### src/design/gpio_port_defines.svh
`ifndef GPIO_PORT_DEFINES_SVH
`define GPIO_PORT_DEFINES_SVH
// Pin count and pin-function field
`define GPIO_PIN_COUNT      19
`define GPIO_FUNC_LSB       4
`define GPIO_FUNC_MSB       5
`define GPIO_FUNC_PLAIN     2'b00
`define GPIO_FUNC_CLOCKS    2'b01
// Reset values
`define GPIO_OUT_RESET      19'h00000
`define GPIO_DIR_RESET      19'h00000
`define GPIO_IE_RESET       19'h00000
// Debounce: samples needed to accept a level, largest divider code
`define GPIO_DEB_SAMPLES    2
`define GPIO_DIV_MAX_CODE   3'h7
`endif

### src/design/gpio_port_pkg.sv
package gpio_port_pkg;
  // Pin role chosen by the function field
  typedef enum logic [1:0] {
    func_plain  = 2'b00,
    func_clocks = 2'b01,
    func_printa = 2'b10,
    func_printb = 2'b11
  } pin_func_type;
endpackage

### src/design/debounce_cell.sv
`timescale 1ns/100ps
`include "gpio_port_defines.svh"
module debounce_cell #(
  parameter int SAMPLES = `GPIO_DEB_SAMPLES
) (
  input  wire logic clk_sys,
  input  wire logic reset_n,
  input  wire logic sample_en,   // Debounce sample strobe
  input  wire logic raw_in,      // Synchronised pin level
  output logic      level_out    // Accepted level
);
  initial begin
    if (SAMPLES < 1 || SAMPLES > 15) $error("debounce_cell: SAMPLES out of range");
  end

  logic       level_q;           // Accepted level
  logic       level_d;
  logic [3:0] count_q;           // Matching samples seen
  logic [3:0] count_d;

  // Accept a new level only after SAMPLES consecutive strobes see it
  always_comb begin
    level_d = level_q;
    count_d = count_q;
    if (sample_en) begin
      if (raw_in == level_q) begin
        count_d = 4'h0;          // Glitch gone, restart window
      end else if (count_q == 4'(SAMPLES - 1)) begin
        level_d = raw_in;        // RULE_10
        count_d = 4'h0;
      end else begin
        count_d = count_q + 4'h1;
      end
    end
  end

  // Register only
  always_ff @(posedge clk_sys or negedge reset_n) begin
    if (!reset_n) begin
      level_q <= 1'b0;
      count_q <= 4'h0;
    end else begin
      level_q <= level_d;
      count_q <= count_d;
    end
  end

  assign level_out = level_q;
endmodule

### src/design/gpio_port.sv
`timescale 1ns/100ps
`include "gpio_port_defines.svh"
// Overview of operation
// RULE_01 - Nineteen pins, each programmable input or output
// RULE_02 - Two-bit function field selects pin roles
// RULE_03 - After reset every pin input, driver off; code still drives pins 15-16 (grants) in function 0x
// RULE_04 - Function 0x: pins 15-18 extra grant/request
// RULE_05 - Function 01: pins 10-12 output clocks
// RULE_06 - Function 1x: pins serve printer port
// RULE_07 - Pins 13 and 14 always programmable
// RULE_08 - Separate rise and fall interrupts per line
// RULE_09 - Pin input feeds debounce filter directly; code passes it through a two-flop synchroniser first
// RULE_10 - New level accepted after two samples
// RULE_11 - Sample clock from base to base/128
// RULE_12 - Accepted change raises interrupt, captures level
// RULE_13 - Short pulses ignored entirely
// RULE_14 - Software sets data, direction, enables; sticky
// RULE_15 - All logic on system clock, strobe enable
module gpio_port
  import gpio_port_pkg::*;
#(
  parameter int PINS = `GPIO_PIN_COUNT
) (
  input  wire logic              clk_sys,
  input  wire logic              reset_n,
  // Pins: output enable low while driving
  input  wire logic [PINS-1:0]   pin_in,
  output logic [PINS-1:0]        pin_out,
  output logic [PINS-1:0]        pin_oe_n,
  // Configuration
  input  wire logic [7:0]        func_ctrl,         // Bits 5:4 hold pin function
  input  wire logic [PINS-1:0]   out_data,          // Software output data
  input  wire logic [PINS-1:0]   out_dir,           // 1 = output
  input  wire logic [PINS-1:0]   rise_ie,           // Rising interrupt enable
  input  wire logic [PINS-1:0]   fall_ie,           // Falling interrupt enable
  input  wire logic [PINS-1:0]   rise_clear,        // Clear pulse per flag
  input  wire logic [PINS-1:0]   fall_clear,
  input  wire logic [2:0]        debounce_div,      // Divide by 2**code
  input  wire logic              timer_base_clock,  // Base strobe, one cycle
  // Alternate function sources and sinks
  input  wire logic              extra_bus_grant_a,
  input  wire logic              extra_bus_grant_b,
  output logic                   extra_bus_request_a,
  output logic                   extra_bus_request_b,
  input  wire logic              processor_clock,
  input  wire logic              mem_clk_ctl,
  input  wire logic              mem_clk_data,
  input  wire logic [7:0]        printer_data_bus_out,
  input  wire logic              printer_data_bus_oe,
  output logic [7:0]             printer_data_bus_in,
  input  wire logic [3:0]        printer_ctl_out,   // nInit,nSelectIn,nAutoFd,nStrobe
  output logic [4:0]             printer_status_in, // Select,PError,nFault,nAck,Busy
  // Status
  output logic [PINS-1:0]        in_data,           // Input data register
  output logic [PINS-1:0]        rise_pend,
  output logic [PINS-1:0]        fall_pend,
  output logic                   pin_interrupt
);
  initial begin
    if (PINS != `GPIO_PIN_COUNT) $error("gpio_port: pin map needs 19 pins");
  end

  pin_func_type   func;            // Decoded pin function
  logic [PINS-1:0] alt_mask;       // Pin taken by an alternate role
  logic [PINS-1:0] alt_out;        // Alternate output value
  logic [PINS-1:0] alt_drive;      // Alternate role drives the pin

  assign func = pin_func_type'(func_ctrl[`GPIO_FUNC_MSB:`GPIO_FUNC_LSB]); // RULE_02

  // Pin role map per function setting
  always_comb begin
    alt_mask  = '0;
    alt_out   = '0;
    alt_drive = '0;
    if (func[1]) begin
      alt_mask[12:0]   = 13'h1fff;                // RULE_06
      alt_mask[18:15]  = 4'hf;
      alt_out[7:0]     = printer_data_bus_out;
      alt_drive[7:0]   = {8{printer_data_bus_oe}};
      alt_out[9:8]     = printer_ctl_out[1:0];
      alt_drive[9:8]   = 2'h3;
      alt_out[16:15]   = printer_ctl_out[3:2];
      alt_drive[16:15] = 2'h3;
    end else begin
      alt_mask[18:15]  = 4'hf;                    // RULE_04
      alt_out[15]      = extra_bus_grant_a;
      alt_out[16]      = extra_bus_grant_b;
      alt_drive[16:15] = 2'h3;
      if (func == func_clocks) begin
        alt_mask[12:10]  = 3'h7;                  // RULE_05
        alt_out[10]      = processor_clock;
        alt_out[11]      = mem_clk_ctl;
        alt_out[12]      = mem_clk_data;
        alt_drive[12:10] = 3'h7;
      end
    end
    alt_mask[14:13] = 2'h0;                       // RULE_07
  end

  // Output mux; out_dir zero makes every plain pin input, alternate-role pins are driven by alt_drive alone
  always_comb begin
    for (int i = 0; i < PINS; i++) begin
      if (alt_mask[i]) begin
        pin_out[i]  = alt_out[i];
        pin_oe_n[i] = ~alt_drive[i];
      end else begin
        pin_out[i]  = out_data[i];                // RULE_01
        pin_oe_n[i] = ~out_dir[i];                // RULE_03
      end
    end
  end

  // Two-flop pin synchroniser; first stage feeds only the second
  logic [PINS-1:0] sync1_q;
  logic [PINS-1:0] sync2_q;
  always_ff @(posedge clk_sys or negedge reset_n) begin
    if (!reset_n) begin
      sync1_q <= '0;
      sync2_q <= '0;
    end else begin
      sync1_q <= pin_in;
      sync2_q <= sync1_q;
    end
  end

  // Alternate inputs take the synchronised raw level
  assign extra_bus_request_a = sync2_q[17];
  assign extra_bus_request_b = sync2_q[18];
  assign printer_data_bus_in = sync2_q[7:0];
  assign printer_status_in   = {sync2_q[10], sync2_q[11], sync2_q[12], sync2_q[17], sync2_q[18]};

  // Debounce strobe: base strobe divided by 1..128, still on clk_sys
  logic [6:0] div_q;               // Base strobes seen
  logic [6:0] div_d;
  logic [6:0] div_limit;           // Terminal count
  logic       sample_q;            // Debounce sample strobe
  logic       sample_d;
  assign div_limit = 7'((8'h01 << debounce_div) - 8'h01); // RULE_11

  always_comb begin
    div_d    = div_q;
    sample_d = 1'b0;
    if (timer_base_clock) begin                   // RULE_15
      if (div_q >= div_limit) begin
        div_d    = 7'h00;
        sample_d = 1'b1;
      end else begin
        div_d = div_q + 7'h01;
      end
    end
  end

  always_ff @(posedge clk_sys or negedge reset_n) begin
    if (!reset_n) begin
      div_q    <= 7'h00;
      sample_q <= 1'b0;
    end else begin
      div_q    <= div_d;
      sample_q <= sample_d;
    end
  end

  // One filter per pin, fed from the second synchroniser stage
  logic [PINS-1:0] deb;            // Filtered levels
  genvar g;
  generate
    for (g = 0; g < PINS; g++) begin : g_deb
      debounce_cell #(.SAMPLES(`GPIO_DEB_SAMPLES)) u_deb (
        .clk_sys   (clk_sys),
        .reset_n   (reset_n),
        .sample_en (sample_q),
        .raw_in    (sync2_q[g]),               // RULE_09
        .level_out (deb[g])
      );
    end
  endgenerate

  // Edge flags and input data latch
  logic [PINS-1:0] deb_prev_q;     // Filtered level last cycle
  logic [PINS-1:0] in_data_q;
  logic [PINS-1:0] in_data_d;
  logic [PINS-1:0] rise_q;
  logic [PINS-1:0] rise_d;
  logic [PINS-1:0] fall_q;
  logic [PINS-1:0] fall_d;
  logic [PINS-1:0] rise_ev;
  logic [PINS-1:0] fall_ev;

  // Only a change that passed the filter counts, so glitches leave no trace
  always_comb begin
    rise_ev   = deb & ~deb_prev_q;                // RULE_13
    fall_ev   = ~deb & deb_prev_q;
    in_data_d = in_data_q;
    if ((rise_ev | fall_ev) != '0) begin
      in_data_d = deb;                            // RULE_12
    end
    // Set wins over a same-cycle clear
    rise_d = (rise_q & ~rise_clear) | (rise_ev & rise_ie); // RULE_08
    fall_d = (fall_q & ~fall_clear) | (fall_ev & fall_ie); // RULE_14
  end

  always_ff @(posedge clk_sys or negedge reset_n) begin
    if (!reset_n) begin
      deb_prev_q <= '0;
      in_data_q  <= '0;
      rise_q     <= `GPIO_IE_RESET;
      fall_q     <= `GPIO_IE_RESET;
    end else begin
      deb_prev_q <= deb;
      in_data_q  <= in_data_d;
      rise_q     <= rise_d;
      fall_q     <= fall_d;
    end
  end

  assign in_data       = in_data_q;
  assign rise_pend     = rise_q;
  assign fall_pend     = fall_q;
  assign pin_interrupt = |(rise_q | fall_q);      // RULE_12
endmodule

### config.mk
export PLATFORM = sky130hd
export DESIGN_NAME = gpio_port
export DESIGN_NICKNAME = d
export VERILOG_FILES = /design/src/design/gpio_port_pkg.sv /design/src/design/debounce_cell.sv /design/src/design/gpio_port.sv
export VERILOG_INCLUDE_DIRS = /design/src /design/src/design
export SDC_FILE = /design/constraint.sdc
export NUM_CORES = 1
export LEC_CHECK = 0
export BUFFER_PORTS_ARGS = -buffer_cell sky130_fd_sc_hd__buf_4
export CAP_MARGIN = 0
export CORE_MARGIN = 3
export CORE_UTILIZATION = 57
export CTS_CLUSTER_DIAMETER = 50
export DETAILED_ROUTE_END_ITERATION = 12
export PLACE_DENSITY = 0.93
export SLEW_MARGIN = 20
export SYNTH_ARGS = -nofsm -noshare
export SYNTH_HDL_FRONTEND = slang
export SYNTH_SLANG_ARGS = --single-unit
### constraint.sdc
create_clock -name clk_sys -period 4.5 [get_ports clk_sys]
set_input_delay 0.9 -clock clk_sys [delete_from_list [all_inputs] [get_ports clk_sys]]
set_output_delay 0.9 -clock clk_sys [all_outputs]
set_load 0.05 [all_outputs]
### After elaboration in Yosys (flattened, before gate mapping)

Index checks and enable logic that the tools add are counted.

| word-level totals | value |
|---|---|
| flip-flop bits (word level) | 217 |
| input bits | 165 |
| output and inout bits | 111 |
| word-level logic and storage cells | 266 |

| operators by class | value |
|---|---|
| $add $sub $neg | 21 |
| order comparisons | 1 |
| equality and inequality tests | 39 |
| shift-type cells | 1 |
| muxes and demuxes | 76 |
| bitwise gates (word level) | 61 |
| reduce and logical (&&, ||, !) cells | 21 |

Operator list:

| cell | number |
|---|---|
| 4-bit two-way mux | 38 |
| 19-bit AND | 6 |
| 4-bit by 1-bit adder with 4-bit output (second input constant) | 19 |
| 4-bit by 1-bit equality test with 1-bit output (second input constant) | 19 |
| 19-bit NOT | 4 |
| 19-bit bitwise OR | 4 |
| 3-bit AND reduction | 19 |
| 1-bit NOT | 47 |
| 10-bit two-way mux | 3 |
| 1-bit two-way mux | 28 |
| 1-bit equality test | 19 |
| 19-bit nonzero test | 1 |
| 19-bit OR reduction | 1 |
| 3-bit two-way mux | 5 |
| 7-bit by 1-bit adder with 7-bit output (second input constant) | 1 |
| 7-bit >= comparator | 1 |
| 7-bit two-way mux | 1 |
| 1-bit by 3-bit << shifter with 7-bit output (first input constant) | 1 |
| 7-bit by 1-bit subtractor with 7-bit output (second input constant) | 1 |
| 2-bit by 1-bit equality test with 1-bit output (second input constant) | 1 |
| 2-bit two-way mux | 1 |

### Logic depth before layout (Yosys ltp)

| depth | value |
|---|---|
| depth in word-level cells | 5 |
| gate-level depth with buffers | 12 |

### Modules after synthesis

Synthesis repeated with hierarchy kept, for this count alone.

| second synthesis, totals | value |
|---|---|
| cell total of the unflattened synthesis | 929 |
| area, all modules | 10269.8 um2 |

By module, submodules not included:

| module | instances | cells each | area each (um2) |
|---|---|---|---|
| gpio_port | 1 | 473 | 5420.2 |
| debounce_cell | 19 | 24 | 255.2 |

### Worst setup path after synthesis

OpenSTA, ideal clock, no wires.

| timing path | value |
|---|---|
| path kind | input port to output port |
| start | in func_ctrl[4] |
| end | out pin_oe_n[10] |
| arrival | 2179 ps |
| setup slack | 1421 ps |
| cell stages on the path | 2 |
| buffers on the path | 1 |
| cells stage by stage | clkbuf_1 -> o21ai_0 |

| between the ends | value |
|---|---|
| word-level cells in the longest chain between the ends | 5 |
| elaborated cells on any way between the ends | 6 |
| classes of those cells | eq/ne: 1; mux: 4; bitwise: 1 |

Ends and longest elaborated chain:

| element | line | source |
|---|---|---|
| start, declared | gpio_port.sv:31 | `input wire logic [7:0] func_ctrl,` |
| 2-bit by 1-bit equality test with 1-bit output (*) | gpio_port.sv:89 | `if (func == func_clocks) begin` |
| 3-bit two-way mux (*) | gpio_port.sv:89 |  |
| 3-bit two-way mux | gpio_port.sv:75 | `if (func[1]) begin` |
| 1-bit NOT | gpio_port.sv:105 | `pin_oe_n[i] = ~alt_drive[i];` |
| 1-bit two-way mux (*) | gpio_port.sv:103 | `if (alt_mask[i]) begin` |
| end, declared | gpio_port.sv:29 | `output logic [PINS-1:0] pin_oe_n,` |

Every way passes the cells marked *; elsewhere a longest branch is shown, timed or not.

### Final worst setup path

| timing path | value |
|---|---|
| start | reg fall_q[12] (netlist: fall_pend[12]) |
| end | out pin_interrupt |

| between the ends | value |
|---|---|
| word-level cells in the longest chain between the ends | 2 |

Ends and longest elaborated chain:

| element | line | source |
|---|---|---|
| start, declared | gpio_port.sv:184 | `logic [PINS-1:0] fall_q;` |
| start signal, assigned | gpio_port.sv:207 | `` fall_q <= `GPIO_IE_RESET; `` |
| start signal, assigned | gpio_port.sv:212 | `fall_q <= fall_d;` |
| 19-bit bitwise OR | gpio_port.sv:219 | `assign pin_interrupt = \|(rise_q \| fall_q);` |
| 19-bit OR reduction | gpio_port.sv:219 |  |
| end, declared | gpio_port.sv:57 | `output logic pin_interrupt` |

No other way between the ends.

==> flow_summary_export.csv <==
group,metric,value,unit
cells_and_area,fillers,1069,
placement,dpl_cell_area,12500,um^2
setup_path,worstSetupPathType,"flip-flop to output pin",
synthesis,ys_ff_latch,217,
setup_path,slowest_stage,"nor4_1",
placement,hpwl,18300,um
power_and_ir_drop,p_int,4.87,mW
setup_path,path_common_cell,"nand4_1",
synthesis,ys.flop_type,"dfrtp_1",
cells_and_area,drive_gt1_share,30.2,%
detailed_routing,drt-pass1-iter-count,5,
clock_network,clock_sinks,217,
cells_and_area,areaGrowthSynthToFinish,26.4,%
setup_path,path_buf_inv,1,
placement,place_ws,1.25,ns
cells_and_area,fin_util,73.9,%
power_and_ir_drop,finalPower,8.31,mW
grt,overflow,0,
synthesis,ys_seq_area_share,51.6,%
timing,rsz0062_at_grt,"false",
cells_and_area,final_net_count,1418,
power_and_ir_drop,leakagePower,6.72,nW
setup_path,cpPeakStageDelay,0.46,ns
flow_run,maxCapViolCount,0,
power_and_ir_drop,vdd_ir_drop_max,505,uV
die,ios,276,
timing,slew_headroom,47.8,%
clock_network,cts_tree,"yes",
grt,grt_pass1_vias,8493,
timing,finalWorstSetupSlack,1.47,ns
synthesis,synth_edf_count,0,
timing,fin_worst_skew,0.0200,ns
grt,grt_first_pass_wirelength,42200,um
setup_path,required,3.60,ns
cells_and_area,antenna_cells,0,
timing,hold_viol_final,0,
detailed_routing,vias_per_cell,5.69,
timing,finalCritPeriodShare,67.3,%
power_and_ir_drop,clkPwrFrac,23.8,%
clock_network,cts_hold_buf,0,
power_and_ir_drop,pwr-share-seq,37.7,%
power_and_ir_drop,powerDensity,624,nW/um^2
power_and_ir_drop,power.net_switching,3.44,mW
grt,antenna_found_initial,0,
worst_hold_path,hold_path_end,"sync2_q[17]$_DFF_PN0_",
setup_path,critPathCaptureType,"output pin",
clock_network,cts_root_buf,"clkbuf_16",
run_status,status,"completed",
clock_network,post_cts_buffers,0,
detailed_routing,drc_errors,0,
synthesis,synth_cell_types,44,
timing,fin_tns_setup,0,ns
detailed_routing,drt-initial-drc-count,436,
setup_path,regToRegEndpoint,"g_deb[9].u_deb.level_out$_DFFE_PN0P_",
die,die_w,142,um
clock_network,h-tree-depth,1,
grt,grt_max_degree,115,
placement,gp_congestion,0.858,
clock_network,clockBufferDepth,3,
synthesis,syn_area,10500,um^2
setup_path,path_cells,"nor4_1 -> nand4_1 -> nor2_1 -> nand4_1 -> buf_4",
synthesis,yosysTopAreaCell,"dfrtp_1",
setup_path,crit_family,"simple AND/OR/NAND/NOR gates",
setup_path,worstPathMaxFanout,3,
detailed_routing,wl_per_cell,19.0,um
setup_path,reg2reg_slack,2.41,ns
setup_path,r2r-start,"sample_q$_DFF_PN0_",
synthesis,synth_top_area_share,51.6,%
detailed_routing,routed-via-count,8042,
die,die_y,142,um
synthesis,synthCells,924,
placement,numPortBuffers,251,
synthesis,yosys_warnings,0,
die,dieArea,20100,um^2
setup_path,startpoint_type,"flip-flop",
timing,final-setup-viol-count,0,
clock_network,cts_made_buffers,24,
power_and_ir_drop,pwr-share-comb,38.5,%
power_and_ir_drop,swShare,41.4,%
timing,timing.fmax,0.330,GHz
die,rows,49,
timing,maxSlewViolCount,0,
setup_path,r2r_cells,4,
clock_network,worst_skew_pair.late_latency,0.51,ns
worst_hold_path,hp-start,"sync1_q[17]$_DFF_PN0_",
clock_network,cts.reportedPaths.clkPinSlew,0.06,ns
worst_hold_path,min_path_cells,0,
timing,layout_min_cycle_time,3.03,ns
setup_path,worstPathArrival,2.13,ns
clock_network,cts-resized-gates,0,
worst_hold_path,hold_class,"flip-flop to flip-flop",
grt,grt_usage,26.0,%
synthesis,syn_avg_cell_area,11.4,um^2
die,start_util,58.4,%
detailed_routing,drt.antenna.violating_nets,0,
timing,worstMarginPinSlew,0.770,ns
cells_and_area,fin_area,13300,um^2
detailed_routing,routed_wl,26900,um
synthesis,async_flop_share,100,%
die,core_area,18000,um^2
synthesis,synth.area.top_cells,"dfrtp_1 52%, ha_1 10%, o21ai_0 4.5%, inv_1 4.4%, mux2_2 3.1%",
==> registers in the layout, indices dropped and copies added, names as in the netlist <==
register               count
deb_prev_q                19
g_deb.u_deb.count_q       76
in_data                   19
sync1_q                   19
fall_pend                 19
g_deb.u_deb.level_out     19
rise_pend                 19
sample_q                   1
div_q                      7
sync2_q                   19
==> power by group through the flow <==
stage          Sequential (mW)  Combinational, mW  Clock (mW)
3_3_place_gp              3.11               2.90           0
3_5_place_dp              3.18               3.02           0
2_1_floorplan             3.67               1.43           0
6_report                  3.13               3.20        1.97
4_1_cts                   3.17               3.13        2.00
5_1_grt                   3.19               3.43        2.09
==> synth_stat cells, types with 4 or more instances <==
cell,count
a21oi_1,15
clkbuf_1,4
nand2_1,62
xor2_1,22
nor2_1,12
dfrtp_1,217
o311ai_2,19
mux2_2,29
nor4b_1,8
o21ai_0,94
nand4_1,9
nor4_1,9
xnor2_1,4
nor3b_1,37
inv_1,123
a21o_1,37
o22ai_1,21
ha_1,85
buf_2,11
mux2i_1,23
nor4b_2,11
and3_1,17
buf_4,22
==> per-layer routing <==
layer / track usage (%) / vias to the layer above / part of all wire [%]
li1: - / 3636 / -
met5: 0 / - / 0
met3: 4.82 / 73 / 6.9
met2: 48.1 / 371 / 52
met4: 11.2 / 0 / 4.0
met1: 29.5 / 3962 / 37
==> how the worst max path moves through the flow <==
stage                                  from            endpoint  slack (ns)  cells past startpoint
global route         rise_pend[2]$_DFF_PN0_       pin_interrupt        1.39                      5
CTS                 rise_pend[11]$_DFF_PN0_       pin_interrupt        1.40                      5
global placement            debounce_div[2]  sample_q$_DFF_PN0_        1.28                     11
detailed placement          debounce_div[2]  sample_q$_DFF_PN0_        1.25                     11
finish              fall_pend[12]$_DFF_PN0_       pin_interrupt        1.47                      5
floorplan                      func_ctrl[4]        pin_oe_n[10]        1.42                      2
==> cell families (layout without fill, tap and decap cells) <==
logic type | count (synthesis) | count (layout) | synth area share, %
buffers and inverters | 164 | 421 | 6.99
multiplexers | 54 | 54 | 5.57
flip-flops | 217 | 217 | 51.6
other | 2 | 6 | 0.0713
XOR/XNOR | 26 | 26 | 2.16
adder cells (fa/ha/maj) | 85 | 85 | 10.1
AO/OA/AOI/OAI | 198 | 198 | 13.1
AND/OR/NAND/NOR | 178 | 178 | 10.5
==> cell type report <==
cell class / instances / area (um^2) / share of cell area, %
clock buffer: 37 / 721 / 5.41
clock inverter: 6 / 88.8 / 0.667
inverter: 123 / 462 / 3.47
multi-input combinational: 547 / 4380 / 32.9
sequential: 217 / 5430 / 40.8
tap: 229 / 287 / 2.15
timing repair buffer: 255 / 1940 / 14.6
==> cell usage in the layout (no fill, tap or decap), drive strengths merged, types with 23 or more instances in the layout <==
master  Yosys  routed
a21o       37      37
buf        36     255
clkbuf      5      37
dfrtp     217     217
ha         85      85
inv       123     124
mux2       31      31
mux2i      23      23
nand2      63      63
nor3b      37      37
o21ai      97      97
==> stage by stage <==
step | hold WS [ns] | std cells
after floorplan | 0.331 | 928
after global placement | 0.331 | 1370
after detailed placement | 0.336 | 1370
after CTS | 0.344 | 1413
after global routing | 0.346 | 1414
final | 0.342 | 1414
No activity file was read; power rests on OpenSTA's default activity.
